===== src/hdl/ets_pkg.sv =====
/*
 * Shared constants and types for the E1 transmit signaling controller.
 * Assumes one system clock; all link timing is derived from sampled pins.
 */
package ets_pkg;
  localparam logic [6:0] FIFO_FULL_CNT = 7'h40;
  localparam logic [7:0] HDLC_FLAG = 8'h7E;
  localparam logic [15:0] CRC_INIT = 16'hFFFF;
  localparam logic [15:0] CRC_POLY = 16'h8408;
  localparam logic [2:0] STUFF_RUN = 3'h5;
  localparam logic [4:0] BYTE_BITS = 5'h08;
  localparam logic [4:0] CRC_BITS = 5'h10;
  localparam logic [4:0] LAST_BIT = 5'h01;
  localparam logic [4:0] TS_FRAMING = 5'h00;
  localparam logic [4:0] TS_CAS = 5'h10;
  localparam logic [2:0] MSB_POS = 3'h7;
  localparam logic [2:0] SA_FIRST_POS = 3'h3;
  localparam logic [2:0] SIG_FIRST_POS = 3'h4;
  localparam logic [3:0] MF_FIRST_FRAME = 4'h0;
  localparam logic [3:0] MF_LAST_FRAME = 4'hF;
  localparam logic [7:0] POS_FIRST = 8'h00;
  localparam logic [7:0] POS_LAST = 8'hFF;
  localparam logic [7:0] FISU_LI = 8'h00;
  localparam logic [1:0] FISU_BSN_IDX = 2'h0;
  localparam logic [1:0] FISU_FSN_IDX = 2'h1;
  localparam logic [1:0] FISU_LAST_IDX = 2'h2;

  typedef enum logic [1:0] {ETS_MODE_HDLC, ETS_MODE_TRANSP, ETS_MODE_SS7} ets_mode_t;
  typedef enum logic [1:0] {ETS_SA_WORD, ETS_SA_MULTI, ETS_SA_FIFO} ets_sa_src_t;

  // Bit 1 of a time slot goes first on the highway
  function automatic logic bit_at(input logic [7:0] b, input logic [2:0] p);
    return b[MSB_POS - p];
  endfunction : bit_at
endpackage : ets_pkg


===== src/hdl/ets_ser_if.sv =====
/*
 * Carrier between the frame source and the HDLC bit serializer.
 * Assumes both ends run on the same system clock.
 */
interface ets_ser_if;
  logic take;
  logic bit_o;
  logic flush;
  logic transp;
  logic [7:0] idle;
  logic bvalid;
  logic [7:0] bdata;
  logic blast;
  logic bready;
  modport src (output take, flush, transp, idle, bvalid, bdata, blast, input bit_o, bready);
  modport ser (input take, flush, transp, idle, bvalid, bdata, blast, output bit_o, bready);
endinterface : ets_ser_if


===== src/hdl/ets_tx_sig_ctrl.sv =====
/*
 * E1 transmit signaling controller: frame FIFO, HDLC/SS7/transparent source,
 * spare bit and CAS insertion on the transmit system highway.
 * Assumes highway clock, sync and data pins are asynchronous to i_clk and
 * much slower; software drives the control ports from the i_clk domain.
 */
module ets_tx_sig_ctrl (
  input wire logic i_clk,                               // System clock 20 MHz
  input wire logic i_rst_n,                             // Async reset
  input wire logic i_system_tx_clock,                   // Highway clock pin
  input wire logic i_tx_sync_pulse_n,                   // Frame sync pin
  input wire logic i_system_tx_data_input,              // Highway data pin
  input wire logic i_serial_signaling_input,            // Highway signaling pin
  input wire ets_pkg::ets_mode_t i_sc_mode,             // Controller mode
  input wire logic i_transp_cont,                       // Repeat in transparent
  input wire logic i_auto_fill_unit_enable,             // SS7 fill units
  input wire logic [7:0] i_idle_code,                   // Interframe idle
  input wire logic i_fifo_wr,                           // FIFO write strobe
  input wire logic [7:0] i_fifo_wdata,                  // FIFO write byte
  input wire logic i_fifo_commit,                       // Frame complete
  input wire logic i_fifo_updating,                     // Software busy
  input wire logic i_repeat_send_command,               // Repeat strobe
  input wire logic i_tx_and_ctrl_reset_commands,        // Reset strobe
  input wire logic [31:0] i_ch1_slots,                  // Channel 1 slots
  input wire logic i_ch2_en,                            // Channel 2 on
  input wire logic [4:0] i_ch2_slot,                    // Channel 2 slot
  input wire logic [7:0] i_ch2_data,                    // Channel 2 byte
  input wire logic i_ch3_en,                            // Channel 3 on
  input wire logic [4:0] i_ch3_slot,                    // Channel 3 slot
  input wire logic [7:0] i_ch3_data,                    // Channel 3 byte
  input wire ets_pkg::ets_sa_src_t i_spare_bit_src,     // Spare bit source
  input wire logic [4:0] i_spare_bit_select_field,      // Bits 4..8 mask
  input wire logic [4:0] i_spare_bit_word_reg,          // Single word
  input wire logic [39:0] i_spare_bit_multiframe_regs,  // Per frame set
  input wire logic i_cas_serial_en,                     // Serial CAS
  input wire logic i_cas_up_en,                         // Processor CAS
  input wire logic i_ext_sig_en,                        // System side insert
  input wire logic i_mf_mode,                           // Multiframe mode
  input wire logic [127:0] i_cas_signaling_regs,        // Slot 16 bytes
  output logic o_tx_data,                               // Transmit path bit
  output logic o_sig_out,                               // Signaling pin out
  output logic [6:0] o_fifo_count,                      // Bytes held
  output logic o_fifo_full,                             // FIFO full
  output logic o_frame_pending,                         // Frame committed
  output logic o_repeating                              // Repeat active
);
  import ets_pkg::*;

  ets_ser_if ser_if ();

  logic [2:0] ck_s, sy_s, di_s, sg_s;
  logic rise;
  logic [7:0] pos_q, cur_pos;
  logic [3:0] fr_q, cur_fr;
  logic [4:0] slot;
  logic [2:0] p, sa_i;
  logic [7:0] fifo_mem [64];
  logic [7:0] cas_mem [32];
  logic [6:0] wr_cnt_q;
  logic [5:0] rd_q;
  logic rdy_q, rep_q, up_act_q;
  logic [7:0] fsn_q, bsn_q;
  logic [1:0] fisu_q;
  logic [127:0] up_snap_q;
  logic frm_go, fisu_go, srcf, cap_wr, tx_d, sg_d;
  logic ch1_hit, sa_pos, sa_hit, up_bit, ser_cas_bit, none_cfg;

  ////////////////////////////////////////////////////////////////////////////
  // Pin synchronisers: stage 0 feeds stage 1 only, stage 2 is edge history
  always_ff @(posedge i_clk or negedge i_rst_n) begin
    if (!i_rst_n) begin
      ck_s <= 3'h0;
      sy_s <= 3'h7;
      di_s <= 3'h0;
      sg_s <= 3'h0;
    end else begin
      ck_s <= {ck_s[1:0], i_system_tx_clock};
      sy_s <= {sy_s[1:0], i_tx_sync_pulse_n};
      di_s <= {di_s[1:0], i_system_tx_data_input};
      sg_s <= {sg_s[1:0], i_serial_signaling_input};
    end
  end

  assign rise = ck_s[1] && !ck_s[2];
  assign cur_pos = !sy_s[1] ? POS_FIRST : pos_q + 8'h01;
  assign cur_fr = !sy_s[1] ? MF_FIRST_FRAME : (pos_q == POS_LAST ? fr_q + 4'h1 : fr_q);
  assign slot = cur_pos[7:3];
  assign p = cur_pos[2:0];

  always_ff @(posedge i_clk or negedge i_rst_n) begin
    if (!i_rst_n) begin
      pos_q <= POS_LAST;
      fr_q <= MF_LAST_FRAME;
    end else if (rise) begin
      pos_q <= cur_pos;
      fr_q <= cur_fr;
    end
  end

  ////////////////////////////////////////////////////////////////////////////
  // Frame FIFO; writes are refused while a frame is committed
  always_ff @(posedge i_clk) begin
    if (i_fifo_wr && !rdy_q && wr_cnt_q != FIFO_FULL_CNT) begin
      fifo_mem[wr_cnt_q[5:0]] <= i_fifo_wdata;
    end
  end

  assign frm_go = rdy_q && !(rd_q == 6'h00 && i_fifo_updating);
  assign fisu_go = i_sc_mode == ETS_MODE_SS7 && i_auto_fill_unit_enable && !rdy_q;
  assign srcf = fisu_q == FISU_BSN_IDX && frm_go;

  always_comb begin
    ser_if.bvalid = srcf || fisu_go || fisu_q != FISU_BSN_IDX;
    ser_if.bdata = fifo_mem[rd_q];
    ser_if.blast = {1'b0, rd_q} + 7'h01 == wr_cnt_q;
    if (!srcf) begin
      ser_if.blast = fisu_q == FISU_LAST_IDX;
      case (fisu_q)
        FISU_BSN_IDX: ser_if.bdata = bsn_q;
        FISU_FSN_IDX: ser_if.bdata = fsn_q;
        default: ser_if.bdata = FISU_LI;
      endcase
    end
  end

  assign ser_if.flush = i_tx_and_ctrl_reset_commands;
  assign ser_if.transp = i_sc_mode == ETS_MODE_TRANSP;
  assign ser_if.idle = i_idle_code;

  always_ff @(posedge i_clk or negedge i_rst_n) begin
    if (!i_rst_n) begin
      wr_cnt_q <= 7'h00;
      rd_q <= 6'h00;
      rdy_q <= 1'b0;
      rep_q <= 1'b0;
      fisu_q <= FISU_BSN_IDX;
    end else if (i_tx_and_ctrl_reset_commands) begin
      wr_cnt_q <= 7'h00;
      rd_q <= 6'h00;
      rdy_q <= 1'b0;
      rep_q <= 1'b0;
      fisu_q <= FISU_BSN_IDX;
    end else begin
      if (i_fifo_wr && !rdy_q && wr_cnt_q != FIFO_FULL_CNT) begin
        wr_cnt_q <= wr_cnt_q + 7'h01;
      end
      if (i_fifo_commit && wr_cnt_q != 7'h00) begin
        rdy_q <= 1'b1;
      end
      if (i_repeat_send_command) begin
        rep_q <= 1'b1;
      end
      if (ser_if.bready && srcf) begin
        rd_q <= ser_if.blast ? 6'h00 : rd_q + 6'h01;
        if (ser_if.blast && !(rep_q || (ser_if.transp && i_transp_cont))) begin
          rdy_q <= 1'b0;
          wr_cnt_q <= 7'h00;
        end
      end else if (ser_if.bready) begin
        fisu_q <= ser_if.blast ? FISU_BSN_IDX : fisu_q + 2'h1;
      end
    end
  end

  // Sequence numbers of the last unit sent from the FIFO
  always_ff @(posedge i_clk or negedge i_rst_n) begin
    if (!i_rst_n) begin
      bsn_q <= 8'h00;
      fsn_q <= 8'h00;
    end else if (ser_if.bready && srcf && ser_if.blast) begin
      bsn_q <= fifo_mem[0];
      fsn_q <= fifo_mem[1];
    end
  end

  ets_hdlc_ser u_ser (
    .i_clk(i_clk),
    .i_rst_n(i_rst_n),
    .s(ser_if)
  );

  ////////////////////////////////////////////////////////////////////////////
  // Slot decode
  assign ch1_hit = i_ch1_slots[slot];
  assign sa_pos = slot == TS_FRAMING && cur_fr[0] && p >= SA_FIRST_POS;
  assign sa_i = p - SA_FIRST_POS;
  assign sa_hit = sa_pos && i_spare_bit_select_field[sa_i];
  assign ser_if.take = rise && (ch1_hit || (sa_hit && i_spare_bit_src == ETS_SA_FIFO));
  assign none_cfg = i_ch1_slots == 32'h0 && !i_ch2_en && !i_ch3_en && !i_cas_serial_en
                    && !i_cas_up_en && i_spare_bit_select_field == 5'h00;

  // Serial CAS capture: multiframe mode reads the last frame only
  assign cap_wr = rise && i_cas_serial_en && (!i_mf_mode || cur_fr == MF_LAST_FRAME)
                  && (p >= SIG_FIRST_POS || slot == TS_FRAMING || slot == TS_CAS);

  // Cleared so slot 16 never carries unknowns before the first capture
  always_ff @(posedge i_clk or negedge i_rst_n) begin
    if (!i_rst_n) begin
      for (int i = 0; i < $size(cas_mem); i++) begin
        cas_mem[i] <= 8'h00;
      end
    end else if (cap_wr) begin
      cas_mem[slot][MSB_POS - p] <= sg_s[1];
    end
  end

  // Slot 16 carries nibbles of slots f and f+16 in frame f for frames 1 to 15; frame 0 carries the captured slot 16 byte
  always_comb begin
    if (cur_fr == MF_FIRST_FRAME) begin
      ser_cas_bit = bit_at(cas_mem[TS_CAS], p);
    end else if (p < SIG_FIRST_POS) begin
      ser_cas_bit = bit_at(cas_mem[{1'b0, cur_fr}], p + SIG_FIRST_POS);
    end else begin
      ser_cas_bit = bit_at(cas_mem[{1'b1, cur_fr}], p);
    end
  end

  // Processor CAS snapshot is taken on a multiframe boundary only
  always_ff @(posedge i_clk or negedge i_rst_n) begin
    if (!i_rst_n) begin
      up_act_q <= 1'b0;
      up_snap_q <= 128'h0;
    end else if (!i_cas_up_en) begin
      up_act_q <= 1'b0;
    end else if (rise && cur_pos == POS_FIRST && cur_fr == MF_FIRST_FRAME) begin
      up_act_q <= 1'b1;
      up_snap_q <= i_cas_signaling_regs;
    end
  end

  assign up_bit = bit_at(up_snap_q[{cur_fr, 3'h0} +: 8], p);

  ////////////////////////////////////////////////////////////////////////////
  // Output mux; later assignments win
  always_comb begin
    tx_d = di_s[1];
    sg_d = sg_s[1];
    if (i_cas_serial_en && slot == TS_CAS) begin
      tx_d = ser_cas_bit;
    end
    if (up_act_q && slot == TS_CAS) begin
      if (i_ext_sig_en) begin
        sg_d = up_bit;
      end else begin
        tx_d = up_bit;
      end
    end
    if (i_ch2_en && slot == i_ch2_slot) begin
      tx_d = bit_at(i_ch2_data, p);
    end
    if (i_ch3_en && slot == i_ch3_slot) begin
      tx_d = bit_at(i_ch3_data, p);
    end
    if (ser_if.take) begin
      if (i_ext_sig_en) begin
        sg_d = ser_if.bit_o;
      end else begin
        tx_d = ser_if.bit_o;
      end
    end
    if (sa_hit && i_spare_bit_src == ETS_SA_WORD) begin
      tx_d = i_spare_bit_word_reg[MSB_POS - p];
    end
    if (sa_hit && i_spare_bit_src == ETS_SA_MULTI) begin
      tx_d = i_spare_bit_multiframe_regs[{sa_i, cur_fr[3:1]}];
    end
  end

  always_ff @(posedge i_clk or negedge i_rst_n) begin
    if (!i_rst_n) begin
      o_tx_data <= 1'b0;
      o_sig_out <= 1'b0;
    end else if (rise) begin
      o_tx_data <= tx_d;
      o_sig_out <= sg_d;
    end
  end

  always_ff @(posedge i_clk or negedge i_rst_n) begin
    if (!i_rst_n) begin
      o_fifo_full <= 1'b0;
    end else begin
      o_fifo_full <= wr_cnt_q == FIFO_FULL_CNT;
    end
  end

  assign o_fifo_count = wr_cnt_q;
  assign o_frame_pending = rdy_q;
  assign o_repeating = rep_q;
endmodule : ets_tx_sig_ctrl


===== src/hdl/ets_hdlc_ser.sv =====
/*
 * HDLC bit serializer: flags, CRC16, zero insertion, idle code, transparent bytes.
 * Assumes a take pulse per outgoing bit and bytes offered with valid/ready.
 */
module ets_hdlc_ser (
  input wire logic i_clk,   // System clock
  input wire logic i_rst_n, // Async reset, active low
  ets_ser_if.ser s          // Byte in, bit out
);
  import ets_pkg::*;

  typedef enum logic [1:0] {ST_IDLE, ST_OPEN, ST_DATA, ST_CRC} ets_ser_st_t;

  ets_ser_st_t st_q, st_d;
  logic [15:0] sh_q, sh_d, crc_q, crc_d, crc_n;
  logic [4:0] cnt_q, cnt_d;
  logic [2:0] ones_q;
  logic last_q;
  logic stuff_now, shift, crc_on, stuff_on;

  function automatic logic [15:0] crc_step(input logic [15:0] c, input logic b);
    return (c[0] ^ b) ? ({1'b0, c[15:1]} ^ CRC_POLY) : {1'b0, c[15:1]};
  endfunction : crc_step

  ////////////////////////////////////////////////////////////////////////////
  assign stuff_now = ones_q == STUFF_RUN;
  assign s.bit_o = stuff_now ? 1'b0 : sh_q[0];
  assign shift = s.take && !stuff_now;
  assign crc_on = st_q == ST_DATA && !s.transp;
  assign stuff_on = (st_q == ST_DATA || st_q == ST_CRC) && !s.transp;
  assign crc_n = crc_step(crc_q, sh_q[0]);

  always_comb begin
    st_d = st_q;
    sh_d = sh_q;
    cnt_d = cnt_q;
    crc_d = crc_q;
    s.bready = 1'b0;
    if (shift) begin
      sh_d = {1'b0, sh_q[15:1]};
      cnt_d = cnt_q - LAST_BIT;
      if (crc_on) begin
        crc_d = crc_n;
      end
      if (cnt_q == LAST_BIT) begin
        sh_d = {8'h00, s.idle};
        cnt_d = BYTE_BITS;
        case (st_q)
          ST_IDLE: begin
            if (s.bvalid && s.transp) begin
              sh_d = {8'h00, s.bdata};
              s.bready = 1'b1;
              st_d = ST_DATA;
            end else if (s.bvalid) begin
              sh_d = {8'h00, HDLC_FLAG};
              st_d = ST_OPEN;
            end
          end
          ST_OPEN: begin
            if (s.bvalid) begin
              sh_d = {8'h00, s.bdata};
              s.bready = 1'b1;
              crc_d = CRC_INIT;
              st_d = ST_DATA;
            end else begin
              sh_d = {8'h00, HDLC_FLAG};
            end
          end
          ST_DATA: begin
            if (!s.transp && last_q) begin
              sh_d = ~crc_n;
              cnt_d = CRC_BITS;
              st_d = ST_CRC;
            end else if (s.bvalid) begin
              sh_d = {8'h00, s.bdata};
              s.bready = 1'b1;
            end else if (!s.transp) begin
              sh_d = {8'h00, HDLC_FLAG};
              st_d = ST_IDLE;
            end else begin
              st_d = ST_IDLE;
            end
          end
          ST_CRC: begin
            sh_d = {8'h00, HDLC_FLAG};
            st_d = ST_IDLE;
          end
          default: st_d = ST_IDLE;
        endcase
      end
    end
  end

  always_ff @(posedge i_clk or negedge i_rst_n) begin
    if (!i_rst_n) begin
      st_q <= ST_IDLE;
      sh_q <= {8'h00, HDLC_FLAG};
      cnt_q <= BYTE_BITS;
      crc_q <= CRC_INIT;
      last_q <= 1'b0;
    end else if (s.flush) begin
      st_q <= ST_IDLE;
      sh_q <= {8'h00, HDLC_FLAG};
      cnt_q <= BYTE_BITS;
      last_q <= 1'b0;
    end else begin
      st_q <= st_d;
      sh_q <= sh_d;
      cnt_q <= cnt_d;
      crc_q <= crc_d;
      if (s.bready) begin
        last_q <= s.blast;
      end
    end
  end

  // Zero insertion after five ones, carried across a state change
  always_ff @(posedge i_clk or negedge i_rst_n) begin
    if (!i_rst_n) begin
      ones_q <= 3'h0;
    end else if (s.flush) begin
      ones_q <= 3'h0;
    end else if (s.take) begin
      if (stuff_now || !stuff_on || !sh_q[0]) begin
        ones_q <= 3'h0;
      end else begin
        ones_q <= ones_q + 3'h1;
      end
    end
  end
endmodule : ets_hdlc_ser


===== config.mk =====
export PLATFORM = sky130hd
export DESIGN_NAME = ets_tx_sig_ctrl
export DESIGN_NICKNAME = d
export VERILOG_FILES = /design/src/hdl/ets_pkg.sv /design/src/hdl/ets_ser_if.sv /design/src/hdl/ets_tx_sig_ctrl.sv /design/src/hdl/ets_hdlc_ser.sv
export SDC_FILE = /design/constraint.sdc
export NUM_CORES = 2
export LEC_CHECK = 0
export BUFFER_PORTS_ARGS = -buffer_cell sky130_fd_sc_hd__buf_2
export CAP_MARGIN = 40
export CELL_PAD_IN_SITES_DETAIL_PLACEMENT = 1
export CELL_PAD_IN_SITES_GLOBAL_PLACEMENT = 1
export CORE_MARGIN = 1.5
export CORE_UTILIZATION = 50
export CTS_CLUSTER_SIZE = 30
export DETAILED_ROUTE_END_ITERATION = 8
export GPL_TIMING_DRIVEN = 0
export PLACE_DENSITY_LB_ADDON = 0.1
export SLEW_MARGIN = 20
export SYNTH_ARGS = -nofsm -noshare
export SYNTH_HDL_FRONTEND = slang
export SYNTH_HIERARCHICAL = 1
export SYNTH_SLANG_ARGS = --single-unit

===== constraint.sdc =====
create_clock -name i_clk -period 7.2 [get_ports i_clk]
set_clock_uncertainty 0.2 [all_clocks]
set_input_delay 1.8 -clock i_clk [delete_from_list [all_inputs] [get_ports i_clk]]
set_output_delay 1.8 -clock i_clk [all_outputs]
set_load 0.03 [all_outputs]

## Word-level counts from Yosys, hierarchy flattened

Memories as Yosys holds them, arrays and structs flattened. A register that Yosys moved wholly into a read port is not among the register bits.
Cells that the tools add are included.
W data, S select, Z words.

- $add $sub $neg: 12
- Order comparisons: 13
- Eq/ne operators: 24
- Shifts and indexed selects: 1
- Mux-type cells: 114
- Bitwise operators: 7
- Reductions and logical operators: 76

Operator list:

| operator | number |
|---|---|
| $bwmux W256 | 1 |
| $mux W16 | 11 |
| $shiftx A128 B8 Y8 | 1 |
| $bmux W8 S5 | 2 |
| $mux W8 | 10 |
| $pmux W16 S4 | 1 |
| $mux W1 | 45 |
| $demux W8 S5 | 1 |
| $logic_and A1 B1 Y1 | 36 |
| $mux W7 | 4 |
| $mux W5 | 5 |
| $bmux W1 S3 | 8 |
| $mux W2 | 12 |
| $ge A6 B6 Y1 const B | 3 |
| $mux W6 | 3 |
| $not A16 Y16 | 1 |
| $pmux W8 S2 | 1 |
| $reduce_bool A2 Y1 | 7 |
| $lt A3 B4 Y1 const B | 3 |
| $not A5 Y6 | 2 |
| $logic_not A1 Y1 | 11 |
| $eq A2 B2 Y1 const B | 5 |
| $eq A5 B5 Y1 | 2 |
| $logic_or A1 B1 Y1 | 10 |
| 51 further kinds | 62 |

- Bits in registers: 469
- Bits in writable memories: 512
- Input port bits: 275
- Output and inout port bits: 12
- Memories: 1

Memory list:

| name | words | width | rd ports | clocked after Yosys merged registers in | write ports | line | RTL |
|---|---|---|---|---|---|---|---|
| fifo_mem | 64 | 8 | 3 | 2 | 1 | ets_tx_sig_ctrl.sv:57 | `logic [7:0] fifo_mem [64];` |

## Depth between registers and ports, before layout

- Depth in word-level cells: 20
- Gate-level depth with buffers: 24

## By module

The synthesis kept the hierarchy.

Modules (own cells, without submodules):

| module | times used | cells each | area an instance (um^2) |
|---|---|---|---|
| ets_tx_sig_ctrl | 1 | 2,592 | 37,943.9 |
| ets_hdlc_ser | 1 | 294 | 2,618.8 |

## Least setup slack after synthesis

Ideal clock, no wire load.

- Path kind: reg-to-reg
- Start point: reg pos_q[0]
- End point: reg bsn_q[0] (read register of fifo_mem)
- Setup time: 125 ps
- Arrival time: 5,172 ps
- Path slack: 1,703 ps
- Stages on the path, launching flop included: 23
- Buffers on the path: 5
- Clock period less this slack: 5,497 ps
- Cell sequence: dfstp_2 > ha_1 > xor2_1 > and2_1 > buf_2 > inv_1 > clkbuf_1 > ha_1 > a21oi_1 > a311oi_1 > o2111ai_1 > nor3b_1 > o31ai_1 > nor2_1 > a21bo_2 > clkbuf_1 > a211oi_2 > and3_2 > nand2_1 > nor2b_1 > buf_2 > buf_1 > mux2_2

- Cells in the longest elaborated chain, start to end: 13
- Elaborated cells between the ends (all ways): 22
- Those cells by class: 2 x add/sub; 1 x order compare; 1 x eq/ne; 8 x mux; 10 x reduce/logical

RTL lines:

| what | line | RTL |
|---|---|---|
| start, declared | ets_tx_sig_ctrl.sv:53 | `logic [7:0] pos_q, cur_pos;` |
| start signal, assigned | ets_tx_sig_ctrl.sv:95 | `pos_q <= cur_pos;` |
| $add A8 B1 Y8 / $eq A8 B8 Y1 (equally long branches) | ets_tx_sig_ctrl.sv:85, ets_tx_sig_ctrl.sv:86 |  |
| $mux W8 / $mux W4 (equally long branches) | ets_tx_sig_ctrl.sv:85, ets_tx_sig_ctrl.sv:86 |  |
| $sub A3 B2 Y3, or another cell as far along | ets_tx_sig_ctrl.sv:186 | `assign sa_i = p - SA_FIRST_POS;` |
| $bmux W1 S3 / $logic_and A1 B1 Y1 (equally long branches) | ets_tx_sig_ctrl.sv:187, ets_tx_sig_ctrl.sv:185 |  |
| $mux W1 (not written as such) / $logic_and A1 B1 Y1 (equally long branches) | ets_tx_sig_ctrl.sv:187, ets_tx_sig_ctrl.sv:185 |  |
| $logic_and A1 B1 Y1 | ets_tx_sig_ctrl.sv:187 | `assign sa_hit = sa_pos && i_spare_bit_select_field[sa_i];` |
| $logic_and A1 B1 Y1 | ets_tx_sig_ctrl.sv:188 | `assign ser_if.take = rise && (ch1_hit \|\| (sa_hit && i_spare_bit_src == ETS_SA_FIFO));` |
| $logic_or A1 B1 Y1 (*) | ets_tx_sig_ctrl.sv:188 |  |
| $logic_and A1 B1 Y1 (*) | ets_tx_sig_ctrl.sv:188 |  |
| via ser_if.take | ets_ser_if.sv:6 | `logic take;` |
| $logic_and A1 B1 Y1 (*) | ets_hdlc_ser.sv:28 | `assign shift = s.take && !stuff_now;` |
| $mux W1 (*) | ets_hdlc_ser.sv:39 | `if (shift) begin` |
| via ser_if.bready | ets_ser_if.sv:14 | `logic bready;` |
| $logic_and A1 B1 Y1 (*) (2 in series) | ets_tx_sig_ctrl.sv:170 | `end else if (ser_if.bready && srcf && ser_if.blast) begin` |
| end, declared | ets_tx_sig_ctrl.sv:62 | `logic [7:0] fsn_q, bsn_q;` |

The timed path passes the listed nets; every way through them passes the cells marked *. The select of a mux whose other input is x is not followed.
A chain may end at the register's enable or synchronous reset.

## Worst setup path in the final report

- Start point: reg sy_s[1]
- End point: reg bsn_q[3] (read register of fifo_mem)

- Cells in the longest elaborated chain, start to end: 12
- Elaborated cells between the ends (all ways): 19
- Those cells by class: 1 x add/sub; 1 x order compare; 7 x mux; 10 x reduce/logical

RTL lines:

| what | line | RTL |
|---|---|---|
| start, declared | ets_tx_sig_ctrl.sv:51 | `logic [2:0] ck_s, sy_s, di_s, sg_s;` |
| start signal, assigned | ets_tx_sig_ctrl.sv:78 | `sy_s <= {sy_s[1:0], i_tx_sync_pulse_n};` |
| $mux W8 (*) | ets_tx_sig_ctrl.sv:85 | `assign cur_pos = !sy_s[1] ? POS_FIRST : pos_q + 8'h01;` |
| via cur_pos[0] | ets_tx_sig_ctrl.sv:53 |  |
| $sub A3 B2 Y3 | ets_tx_sig_ctrl.sv:186 |  |
| $bmux W1 S3 | ets_tx_sig_ctrl.sv:187 |  |
| $mux W1 (not written as such) | ets_tx_sig_ctrl.sv:187 |  |
| $logic_and A1 B1 Y1 (*) | ets_tx_sig_ctrl.sv:187 |  |
| $logic_and A1 B1 Y1 (*) | ets_tx_sig_ctrl.sv:188 |  |
| $logic_or A1 B1 Y1 (*) | ets_tx_sig_ctrl.sv:188 |  |
| $logic_and A1 B1 Y1 (*) | ets_tx_sig_ctrl.sv:188 |  |
| via ser_if.take | ets_ser_if.sv:6 |  |
| $logic_and A1 B1 Y1 (*) | ets_hdlc_ser.sv:28 |  |
| $mux W1 (*) | ets_hdlc_ser.sv:39 |  |
| via ser_if.bready | ets_ser_if.sv:14 |  |
| $logic_and A1 B1 Y1 (*) (2 in series) | ets_tx_sig_ctrl.sv:170 |  |

Marks and branches as above.

==> run summary <==
status: finished, final reports clean
clock sink count: 873
antenna violations before repair: 4
Clk network pwr share: 0.417
critical-path cell list: buf_2 -> nand2b_1 -> clkinv_1 -> clkbuf_1 -> ha_1 -> inv_1 -> ha_2 -> a21oi_1 -> a311oi_1 -> o2111ai_1 -> nor3b_2 -> o31ai_1 -> buf_2 -> nor2_1 -> buf_4 -> a21bo_2 -> clkbuf_1 -> a211oi_2 -> and3_2 -> nand2_1 -> nor2b_1 -> buf_2 -> buf_2 -> mux2_2
Port Buf Inserts: 286
most used cell, CP: buf_2
final core occ: 0.585
Vias: 27900
Syn Std Cell Area: 40600 sq um
Root Buffer: clkbuf_16
Initial Util: 0.504
insertion delay to the later sink of the worst-skew pair: 0.68 ns
CTS tree: done
Die H: 288 um
post-synthesis sequential area ratio: 0.603
post-route ant nets: 0
post-synthesis xor/xnor area fraction: 0.00691
worst path bufs/invs: 9
CTS Buffer Depth: 3
Pre-Repair DR Iteration Count: 7
Slew headroom: 0.363
Worst Setup End Kind: register
async set or reset register ratio after synthesis: 0.414
hold_ws: 0.151 ns
initial DRC count: 2418
vias in the first global route: 30000
FF-to-FF setup slack: 0.18 ns
average size of a mapped cell: 14.1 sq um
wire length per cell: 30.3 um
Post-Synth Simple-Gate Area: 0.0961
post-detail-place hpwl: 95800 um
layout cells sized above 1: 0.316
Critical Path End: bsn_q[3]
Area Growth Syn to Fin: 16.0%
Final period util: 0.974
placer congestion estimate: 0.972
final worst path period need: 7.02 ns
gr ovfl total: 0
Num CTS Buffers: 92
largest net degree at the start of global routing: 100
Net Count, Synth: 3174
Arrival @ worst endpoint: 7.37 ns
P_int: 0.00888 W
Worst R2R Path Depth: 24
Final Hold Vio Count: 0
CP Launch Type: register
synthesized instance count: 2886
# H-tree levels: 3
post-synthesis compound-gate area fraction: 0.0701
post-synthesis register bit count: 873
multiplexer share of the synthesized area: 0.193
overall die width: 288 um
Combinational Power Share: 0.087
vias per cell: 6.26
Rows: 104
Yosys cell types: 102
max_cap viols: 0
Slew @ Worst Pin: 0.955 ns
most frequent cells in the layout: edfxtp_1, buf_2, dfrtp_1
Power per Cell Area: 249 nW/um^2
Crit Path Category: register to register
filler instances: 7906
Net Switching: 0.00282 W
DRC: 0
CTS clock-pin slew for the worst setup and hold paths: 0.06 ns
Die ar.: 82800 sq um
Crit path largest cell delay: 0.58 ns
Synth Area in Adders: 0.00426
worst hold path type: register to register
peak supply drop: 0.232 mV
peak fanout along the critical path: 10
FMAX: 143 MHz
first-pass GRT wire length: 198000 um
RSZ-0062 raised after global routing: false
Ports: 287
ys flop type: edfxtp_1
Total Routing Usage GR: 0.327
Setup-failing EPs final: 0
Post-synth EDFFs: 512
Critical R2R Launch: sy_s[1]
Final Max Slew Viols: 0
Final nets: 3601
Worst path top cell family by delay: buffers and inverters
Post-Route WL: 135000 um
worst path required time: 7.55 ns
Sw Share: 0.241
hold_sp: sg_s[0]
main combinational cell family by area after synthesis: multiplexers
critical path depth: 24
leakage power: 17.6 nW
Max stage delay cell, worst path: dfstp_2
Syn. warnings: 6
commonest non-fill, non-tap cell in the layout: edfxtp_1
crit path from: sy_s[1]
R2R Path End: bsn_q[3]
Reg power frac: 0.496
Core Box Area: 80400 sq um
[sequential cells by signal, indices dropped and copies added (netlist names), 3 cells and up]
name,flops
cas_mem,132
u_ser/cnt_q,5
o_fifo_count,7
rd_q,6
fr_q,4
ck_s,3
u_ser/ones_q,3
pos_q,8
bsn_q,8
u_ser/crc_q,16
fsn_q,8
u_ser/sh_q,16
fifo_mem,512
up_snap_q,128
[final cells by class]
type	instances	area, sq um	area share
clock buffers	127	2530	0.0539
clock inverters	42	551	0.0117
plain buffers	205	952	0.0202
inverters	35	138	0.00293
repair buffers	334	2000	0.0426
multi-input cells	1772	15100	0.320
well taps	1060	1330	0.0282
flip-flops and latches	873	24500	0.520
diodes	4	10.0	0.000213
[through the flow]
| stage | cells | power, W | area (sq um) | TNS [ns] | worst slack, ns |
|---|---|---|---|---|---|
| 2_1_floorplan | 2886 | 0.00640 | 40600 | 0 | 1.70 |
| 3_3_place_gp | 4232 | 0.00681 | 43300 | -1039.81 | -3.17 |
| 3_5_place_dp | 4259 | 0.00689 | 43700 | -5.11 | -0.511 |
| 4_1_cts | 4428 | 0.0117 | 46800 | 0 | 0.0780 |
| 5_1_grt | 4450 | 0.0120 | 47000 | 0 | 0.0431 |
| 6_report | 4452 | 0.0117 | 47000 | 0 | 0.184 |
[metal layers]
metal	vias up	track usage	wire (um)
met5	-	0	10
met4	2	0.174	7750
met3	357	0.0425	7790
met2	1176	0.554	67200
met1	14400	0.410	52200
li1	11900	-	-
[kinds of logic (layout without fill, tap and decap cells)]
| kind of cell | after synthesis | after routing |
|---|---|---|
| AOI/OAI and AO/OA | 403 | 403 |
| xor gates and xnor gates | 32 | 32 |
| adders and majority gates | 14 | 14 |
| buffers and inverters | 241 | 743 |
| DFF | 873 | 873 |
| muxes | 528 | 528 |
| other | 0 | 4 |
| and+or+nand+nor | 795 | 795 |
[timing repair]
item / in CTS / in global routing
gates resized for setup: 5 / 7
setup endpoints to repair: 20 / 17
hold buffers: 0 / 0
cloned: 0 / 0
setup buffers: 0 / 3
pin swaps: 0 / 0
[synthesized netlist by cell type, drive strengths merged, types with 20 or more instances]
cell type,count,area share
mux4,175,0.097
and3,62,0.0096
a211oi,54,0.010
o21ai,85,0.011
xnor2,21,0.0045
o22ai,20,0.0031
nor2b,26,0.0040
inv,34,0.0031
a21oi,59,0.0074
buf,96,0.013
dfstp,37,0.024
nand2,229,0.021
clkbuf,110,0.010
edfxtp,512,0.38
nand4,37,0.0061
dfrtp,324,0.20
nor3,27,0.0039
nor2,237,0.022
nand3,98,0.014
mux2,282,0.078
a31oi,22,0.0034
mux2i,71,0.018
[how the worst min path moves through the flow]
stage               endpoint  depth (start not counted)
floorplan            ck_s[1]                          0
global placement     ck_s[1]                          0
detailed placement   ck_s[1]                          0
CTS                  ck_s[1]                          0
global route         ck_s[1]                          0
finish               sg_s[1]                          0
[power groups by stage]
stage / Sequential (W) / Clock, W / Combinational, W
floorplan: 0.00582 / 0 / 0.000577
global placement: 0.00587 / 0 / 0.000940
detailed placement: 0.00589 / 0 / 0.00100
CTS: 0.00579 / 0.00493 / 0.00102
global route: 0.00583 / 0.00509 / 0.00109
finish: 0.00580 / 0.00487 / 0.00102
No activity file was read; power rests on OpenSTA's default activity.
